<file path="config.mk">
export PLATFORM = sky130hd
export DESIGN_NAME = dass_status
export DESIGN_NICKNAME = d
export VERILOG_FILES = /design/src/pkg/dass_pkg.sv /design/src/rtl/dass_status.sv
export SDC_FILE = /design/constraint.sdc
export NUM_CORES = 1
export LEC_CHECK = 0
export ABC_AREA = 0
export BUFFER_PORTS_ARGS = -buffer_cell sky130_fd_sc_hd__buf_4
export CAP_MARGIN = 20
export CORE_MARGIN = 5
export CORE_UTILIZATION = 37
export CTS_CLUSTER_SIZE = 20
export DETAILED_ROUTE_END_ITERATION = 10
export GPL_TIMING_DRIVEN = 0
export PLACE_DENSITY = 0.76
export SLEW_MARGIN = 15
export SYNTH_ARGS = -nofsm -noshare
export SYNTH_HDL_FRONTEND = slang
export SYNTH_SLANG_ARGS = --single-unit
</file>
<file path="constraint.sdc">
create_clock -name clock -period 1.3 [get_ports clock]
set_input_delay 0 -clock clock [delete_from_list [all_inputs] [get_ports clock]]
set_output_delay 0 -clock clock [all_outputs]
set_load 0.03 [all_outputs]
</file>
<file path="src/pkg/dass_pkg.sv">
// Purpose: shared constants and types for the debug access status block
// Assumes: 8-bit access-layer register space, byte-wide data
// Notes:   offsets are byte addresses in that space
package dass_pkg;

  // register offsets
  localparam logic [7:0] RESET_REQ_OFFSET    = 8'h08;
  localparam logic [7:0] SYS_CONTROL_OFFSET  = 8'h0A;
  localparam logic [7:0] SYS_STATUS_OFFSET   = 8'h0B;
  localparam logic [7:0] CRC_STATUS_OFFSET   = 8'h0C;

  // field positions
  localparam int RESET_ACTIVE_BIT  = 5;
  localparam int ASLEEP_BIT        = 4;
  localparam int NVM_READY_BIT     = 3;
  localparam int UROW_READY_BIT    = 2;
  localparam int LOCKED_BIT        = 0;
  localparam int UROW_DONE_BIT     = 1;
  localparam int RESET_REQ_BIT     = 0;

  // reset values and codes
  localparam logic [7:0] SYS_STATUS_RESET  = 8'h01;
  localparam logic [7:0] CRC_STATUS_RESET  = 8'h00;
  localparam logic [7:0] RESET_SIGNATURE   = 8'h59;
  localparam logic [2:0] CRC_OFF           = 3'h0;
  localparam logic [2:0] CRC_BUSY          = 3'h1;
  localparam logic [2:0] CRC_GOOD          = 3'h2;
  localparam logic [2:0] CRC_FAIL          = 3'h4;

  // sleep depth reported by the system domain
  typedef enum logic [1:0] {
    DASS_ACTIVE  = 2'b00,
    DASS_IDLE    = 2'b01,
    DASS_STANDBY = 2'b10,
    DASS_PDOWN   = 2'b11
  } dass_sleep_t;

  // status arriving from the system domain
  typedef struct packed {
    logic        in_reset;
    dass_sleep_t sleep_mode;
    logic        nvm_program_ready;
    logic        user_row_program_ready;
    logic        device_locked;
    logic        crc_enabled;
    logic        crc_busy;
    logic        crc_pass;
  } dass_sys_t;

  // access-layer register bus
  typedef struct packed {
    logic       rd;
    logic       wr;
    logic [7:0] addr;
    logic [7:0] wdata;
  } dass_acc_t;

endpackage : dass_pkg

</file>
<file path="src/rtl/dass_status.sv">
// Purpose: access-layer status registers of the single-wire debug interface
// Assumes: system status inputs already synchronous to clock
// Notes:   read data registered, one cycle after the read strobe
//          writes to the two status offsets are ignored
//
// Contract
// - reset-active flag follows system reset
// - status read clears reset-active flag unless a reset is live
// - debugger reset request also sets flag
// - asleep flag set for idle or deeper
// - nvm-ready flag tells debugger to program
// - user-row-ready flag permits user row programming
// - locked flag mirrors sys.device_locked, no reset value of its own
// - locked clears after erase and unlock
// - crc status one-hot in bits 2:0, all zero when off
// - signature write resets system, other releases
// - user-row-done starts flash write, key gated
`timescale 1ns/100ps
`default_nettype none

module dass_status (
  // clock and reset
  input  wire logic             clock,
  input  wire logic             rst,
  // access-layer register port
  input  wire dass_pkg::dass_acc_t acc,
  output logic [7:0]            rdata,
  output logic                  rvalid,
  // system domain status
  input  wire dass_pkg::dass_sys_t sys,
  input  wire logic             user_row_key_ok,
  // system domain control
  output logic                  system_reset_request,
  output logic                  user_row_write_done
);

  // registered state and next values
  logic       reset_seen_reg;
  logic       reset_seen_next;
  logic       reset_req_reg;
  logic       reset_req_next;
  logic       done_reg;
  logic       done_next;
  logic [7:0] rdata_reg;
  logic [7:0] rdata_next;
  logic       rvalid_reg;
  logic       rvalid_next;

  // decoded strobes
  logic       status_read;
  logic       reset_req_write;
  logic       control_write;
  logic       signature_match;
  logic       reset_live;

  // read views
  logic [2:0] crc_code;
  logic [7:0] status_view;
  logic [7:0] crc_view;
  logic [7:0] reset_req_view;

  // read strobe aimed at one offset
  function automatic logic read_hit(
    input dass_pkg::dass_acc_t a,
    input logic [7:0]          offset
  );
    read_hit = a.rd && (a.addr == offset);
  endfunction : read_hit

  // write strobe aimed at one offset
  function automatic logic write_hit(
    input dass_pkg::dass_acc_t a,
    input logic [7:0]          offset
  );
    write_hit = a.wr && (a.addr == offset);
  endfunction : write_hit

  // idle and every deeper mode count as asleep
  function automatic logic asleep(input dass_pkg::dass_sleep_t mode);
    asleep = 1'h1;
    unique case (mode)
      dass_pkg::DASS_ACTIVE:  asleep = 1'h0;
      dass_pkg::DASS_IDLE:    asleep = 1'h1;
      dass_pkg::DASS_STANDBY: asleep = 1'h1;
      dass_pkg::DASS_PDOWN:   asleep = 1'h1;
    endcase
  endfunction : asleep

  // one-hot scan result, all zero when off; a finished scan is good or failed, never both
  function automatic logic [2:0] crc_encode(input dass_pkg::dass_sys_t s);
    if (!s.crc_enabled) begin
      crc_encode = dass_pkg::CRC_OFF;
    end else if (s.crc_busy) begin
      crc_encode = dass_pkg::CRC_BUSY;
    end else if (s.crc_pass) begin
      crc_encode = dass_pkg::CRC_GOOD;
    end else begin
      crc_encode = dass_pkg::CRC_FAIL;
    end
  endfunction : crc_encode

  // access decode
  assign status_read     = read_hit(acc, dass_pkg::SYS_STATUS_OFFSET);
  assign reset_req_write = write_hit(acc, dass_pkg::RESET_REQ_OFFSET);
  assign control_write   = write_hit(acc, dass_pkg::SYS_CONTROL_OFFSET);
  assign signature_match = (acc.wdata == dass_pkg::RESET_SIGNATURE);
  assign reset_live      = sys.in_reset || reset_req_reg;

  // reset-active flag: a live reset wins over the read clear,
  // so a read never hides a reset that is still in progress
  always_comb begin
    reset_seen_next = reset_seen_reg;
    if (reset_live) begin
      reset_seen_next = 1'h1;
    end else if (status_read) begin
      reset_seen_next = 1'h0;
    end
  end

  always_ff @(posedge clock) begin
    if (rst) begin
      reset_seen_reg <= 1'h0;
    end else begin
      reset_seen_reg <= reset_seen_next;
    end
  end

  // reset request: signature holds the system in reset, any other value
  // releases it; nothing on this side is reset by it
  always_comb begin
    reset_req_next = reset_req_reg;
    if (reset_req_write) begin
      reset_req_next = signature_match;
    end
  end

  always_ff @(posedge clock) begin
    if (rst) begin
      reset_req_reg <= 1'h0;
    end else begin
      reset_req_reg <= reset_req_next;
    end
  end

  // user-row-done pulse; ignored until the user-row key is decoded
  always_comb begin
    done_next = 1'h0;
    if (control_write && user_row_key_ok) begin
      done_next = acc.wdata[dass_pkg::UROW_DONE_BIT];
    end
  end

  always_ff @(posedge clock) begin
    if (rst) begin
      done_reg <= 1'h0;
    end else begin
      done_reg <= done_next;
    end
  end

  // system status byte; unused positions stay zero
  always_comb begin
    status_view = 8'h00;
    status_view[dass_pkg::RESET_ACTIVE_BIT] = reset_seen_reg;
    status_view[dass_pkg::ASLEEP_BIT]       = asleep(sys.sleep_mode);
    status_view[dass_pkg::NVM_READY_BIT]    = sys.nvm_program_ready;
    status_view[dass_pkg::UROW_READY_BIT]   = sys.user_row_program_ready;
    status_view[dass_pkg::LOCKED_BIT]       = sys.device_locked;
  end

  // scan status byte
  assign crc_code = crc_encode(sys);

  always_comb begin
    crc_view      = 8'h00;
    crc_view[2:0] = crc_code;
  end

  // reset request readback
  always_comb begin
    reset_req_view = 8'h00;
    reset_req_view[dass_pkg::RESET_REQ_BIT] = reset_req_reg;
  end

  // read mux; unmapped offsets read as zero
  always_comb begin
    rdata_next = rdata_reg;
    if (acc.rd) begin
      unique case (acc.addr)
        dass_pkg::SYS_STATUS_OFFSET: rdata_next = status_view;
        dass_pkg::CRC_STATUS_OFFSET: rdata_next = crc_view;
        dass_pkg::RESET_REQ_OFFSET:  rdata_next = reset_req_view;
        default:                     rdata_next = 8'h00;
      endcase
    end
  end

  // read data holds until the next read
  always_ff @(posedge clock) begin
    if (rst) begin
      rdata_reg <= 8'h00;
    end else begin
      rdata_reg <= rdata_next;
    end
  end

  // one-cycle valid after each read strobe
  assign rvalid_next = acc.rd;

  always_ff @(posedge clock) begin
    if (rst) begin
      rvalid_reg <= 1'h0;
    end else begin
      rvalid_reg <= rvalid_next;
    end
  end

  // outputs
  assign rdata                = rdata_reg;
  assign rvalid               = rvalid_reg;
  assign system_reset_request = reset_req_reg;
  assign user_row_write_done  = done_reg;

endmodule : dass_status
`default_nettype wire

</file>
Word level (Yosys, flattened, before mapping)
Index checks and enable logic that the tools add are counted.

cells by class
  bitwise gates (word level) = 1
  equal/unequal tests = 8
  mux-type cells = 7
  reduce and logical (&&, ||, !) cells = 9

operators by type and width
  operator                                        count
  == test 8 x 4 -> 1 bit (second input constant)  4
  one-hot mux 6 bit (3 select lines)              1
  two-way mux 3 bit                               3
  == test 8 x 7 -> 1 bit (second input constant)  1
  == test 2 bit (second input constant)           2
  logical AND 1 bit                               4
  OR reduction 3 bit                              1
  == test 2 x 1 -> 1 bit (second input constant)  1
  logical NOT 2 bit                               1
  two-way mux 1 bit                               2
  one-hot mux 1 bit (2 select lines)              1
  nonzero test 2 bit                              1
  OR reduction 2 bit                              1
  logical OR 1 bit                                1
  NOT 1 bit                                       1

word-level totals
  logic and storage cells = 30
  flip-flop bits (word level) = 12
  input port bits = 30

Logic depth before layout (Yosys ltp)
  depth after elaboration = 5
  mapped depth = 4
  gate-level depth less buffers = 4

Worst setup path before layout
Ideal clock, no wire load.

  kind = reg2reg
  from = reg reset_req_reg (netlist: system_reset_request)
  to = reg rdata_reg[0] (netlist: rdata[0])
  required time = 1183 ps
  buffers on the path = 0
  cell stages (with the launch flop) = 5
  slack = 247 ps
  period minus slack after synthesis = 1053 ps
  arrival = 937 ps
  cell sequence = dfxtp_1 -> inv_1 -> o21ai_0 -> a22o_1 -> a22o_1

on the way
  word-level cells in the longest chain between the ends = 1

RTL lines
  what                                line                RTL
  from (decl)                         dass_status.sv:40   logic reset_req_reg;
  from (signal assigned)              dass_status.sv:141  reset_req_reg <= reset_req_next;
  one-hot mux 6 bit (3 select lines)  dass_status.sv:189  unique case (acc.addr)
  to (signal assigned)                dass_status.sv:203  rdata_reg <= rdata_next;
  to (decl)                           dass_status.sv:44   logic [7:0] rdata_reg;

No other way between the ends.
A chain may end at the register's enable or synchronous reset.

Worst setup path in the final report
  from = in acc[16] (netlist name)
  to = reg reset_req_reg (netlist: system_reset_request)

on the way
  word-level cells in the longest chain between the ends = 1

RTL lines
  what               line               RTL
  from (decl)        dass_status.sv:26  input wire dass_pkg::dass_acc_t acc,
  logical AND 1 bit  dass_status.sv:75  write_hit = a.wr && (a.addr == offset);

No other way between the ends.

==> results.sh <==
export IMPL_ctsHoldBuffers=2
export IMPL_synthCells=60
export IMPL_synth_most_common_cell="dfxtp_1"
export IMPL_setup_viol=0
export IMPL_worstSetupPathType="primary input to register"
export IMPL_finalClockSkew_ps=2.68
export IMPL_rsz0062_at_grt="no"
export IMPL_ys_ff_latch=10
export IMPL_diodes=0
export IMPL_whs_path_depth=3
export IMPL_ys_types=26
export IMPL_largest_reg_flops=6
export IMPL_maxCapViolations=0
export IMPL_cts_path_max_buffers=2
export IMPL_gp_congestion=0.713
export IMPL_yosys_area_top_type="dfxtp_1"
export IMPL_ir_worst_vdd_uv=611
export IMPL_die_w_microns=47.9
export IMPL_viasPerCell=4.95
export IMPL_yosysTopAreaCellShare_pct=37.7
export IMPL_ys_seq_area_share_pct=37.7
export IMPL_cts_tree="yes"
export IMPL_clock_latency_ps=260
export IMPL_sw_frac_of_total_pct=22.3
export IMPL_worst_slack_ps=217
export IMPL_drive_gt1_share_pct=45.2
export IMPL_via_count=589
export IMPL_final_nets=135
export IMPL_htreeDepth=1
export IMPL_power_density_nw_per_um2=817
export IMPL_drcViolationCount=0
export IMPL_p_comb_share_pct=18.9
export IMPL_setup_tns_ps=0
export IMPL_drtAntennaViolNets=0
export IMPL_slew_violations=0
export IMPL_intPower_uw=563
export IMPL_synth_edf_count=0
export IMPL_endpoint_kind="register"
export IMPL_post_place_cells=113
export IMPL_initial_core_util_pct=39.8
export IMPL_ys_dominant_reg_cell="dfxtp_1"
export IMPL_area_growth_pct=67.2
export IMPL_p_leak_uw=0.000391
export IMPL_drt_pre_antenna_iters=2
export IMPL_root_buffer="clkbuf_4"
export IMPL_drt_iter0_drc=3
export IMPL_grt_usage_pct=14.4
export IMPL_fillers=125
export IMPL_cp_num_cells=5
export IMPL_grt_pass1_wl_microns=2290
export IMPL_crit_path_top_delay_cell="dlygate4sd3_1"
export IMPL_cp_start_kind="primary input"
export IMPL_grt_pass1_vias=582
export IMPL_clkSinkCount=10
export IMPL_timing_hold_violations_final=0
export IMPL_routed_wl_microns=1470
export IMPL_clk_pin_slew_worst_paths_ps=60
export IMPL_grt_start_max_net_pins=11
export IMPL_die_area_sq_um=2290
export IMPL_hp_class="primary input to register"
export IMPL_clkPwrFrac_pct=38.1
export IMPL_finalCritPeriodShare_pct=83.3
export IMPL_seq_power_share_pct=43.0
export IMPL_syn_mean_instance_area_sq_um=8.84
export IMPL_crit_buf_inv=2
export IMPL_ff2ff_path_depth=4
export IMPL_period_needed_ps=1080
export IMPL_postCtsSetupBuffers=0
export IMPL_grt_overflow_total=0
export IMPL_syn_area_sq_um=531
export IMPL_regArea_sq_um=200
export IMPL_utilization_pct=66.5
export IMPL_status="finished, final reports clean"
export IMPL_p_total_uw=724
export IMPL_cp_max_fo=3
export IMPL_yosys_top_cells_count="dfxtp_1, a21oi_1, nor2_1"
export IMPL_io_buffers=37
export IMPL_fmax_mhz=924
export IMPL_yosys_top_cells_area="dfxtp_1, a22o_1, nand4b_1, a21oi_1, nand2b_1"
export IMPL_place_ws_ps=72.7
export IMPL_fp_dieH_microns=47.9
export IMPL_ios=41
export IMPL_cpLargestDelayFamily="buffers and inverters"
export IMPL_rows=13
export IMPL_multi_input_area_sq_um=300
export IMPL_power_switching_uw=161
export IMPL_synthArstFlopShare_pct=0
export IMPL_required_ps=1470
export IMPL_post_drt_wl_per_cell_microns=12.3
export IMPL_ys_warn_count=0
export IMPL_critPathMaxStageDelay_ps=530
export IMPL_ctsResizeCount=0
export IMPL_crit_arrival_ps=1260
export IMPL_antenna_found_initial=0
export IMPL_core_area_sq_um=1330
export IMPL_worstPathCellList="dlygate4sd3_1 > buf_4 > nand3_2 > or4_1 > o31ai_1"
export IMPL_cts_buffers_inserted=3
export IMPL_layoutNonFillerInstCount=119
export IMPL_hpwl_microns=1240
## placed cells by master, fill, tap and decap left out, drive strengths merged, types with 2 or more instances in the layout
cell type    Yosys  layout
buf              3      40
dfxtp           10      10
a21oi            5       5
nor2             5       5
clkbuf           1       5
nand2b           4       4
nand3            4       4
nand4b           3       3
nor3             3       3
o21ai            3       3
a22o             3       3
nand3b           2       2
inv              2       2
conb             1       2
dlygate4sd3      0       2
nor3b            2       2
## final cells by class
type	count	share of cell area [%]
tap	15	2.12
timing repair buffer	39	33.6
multi-input combinational	45	33.9
buffer	4	2.96
sequential	10	22.6
inverter	2	0.846
clock buffer	4	4.09
## per-stage QoR
stage | area, sq um | hold slack [ps]
after global placement | 831 | 242
after floorplan | 534 | 140
after detailed placement | 831 | 253
final | 887 | 3.68
after global routing | 887 | 10.8
after CTS | 887 | 0.768
## layer usage
metal / GRT usage [%] / vias to the layer above / wire length (microns)
met5: 0 / - / 0
met4: 4.84 / 0 / 19
met3: 7.14 / 2 / 152
met2: 26.4 / 29 / 775
met1: 14.0 / 256 / 521
li1: - / 302 / -
## worst register-to-register path: cells and delay by family (launching register included)
family	cells	cell delay [ps]
flops	1	330
compound gates	3	450
buf+inv	1	80
## power by group through the flow
stage	sequential, uW	combinational (uW)	clock, uW
2_1_floorplan	322	46.0	0
3_3_place_gp	318	129	0
3_5_place_dp	319	132	0
4_1_cts	312	137	285
5_1_grt	312	149	301
6_report	312	137	276
## path summary, 6_finish.rpt
check | from | endpoint | slack [ps]
setup / recovery | acc[16] | system_reset_request | 220
hold / removal | user_row_key_ok | user_row_write_done | 4
setup reg to reg | system_reset_request | rdata[0] | 340
hold reg to reg | reset_seen_reg | rdata[5] | 470
## cells by family (layout without fill, tap and decap cells)
kind of cell,Yosys count,count (layout),synth area share (%)
compound gates,13,13,15.3
buf+inv,6,49,6.37
simple gates,30,30,39.9
other cells,1,2,0.707
flops,10,10,37.7
Note: power is estimated with default switching activity, not from simulation.
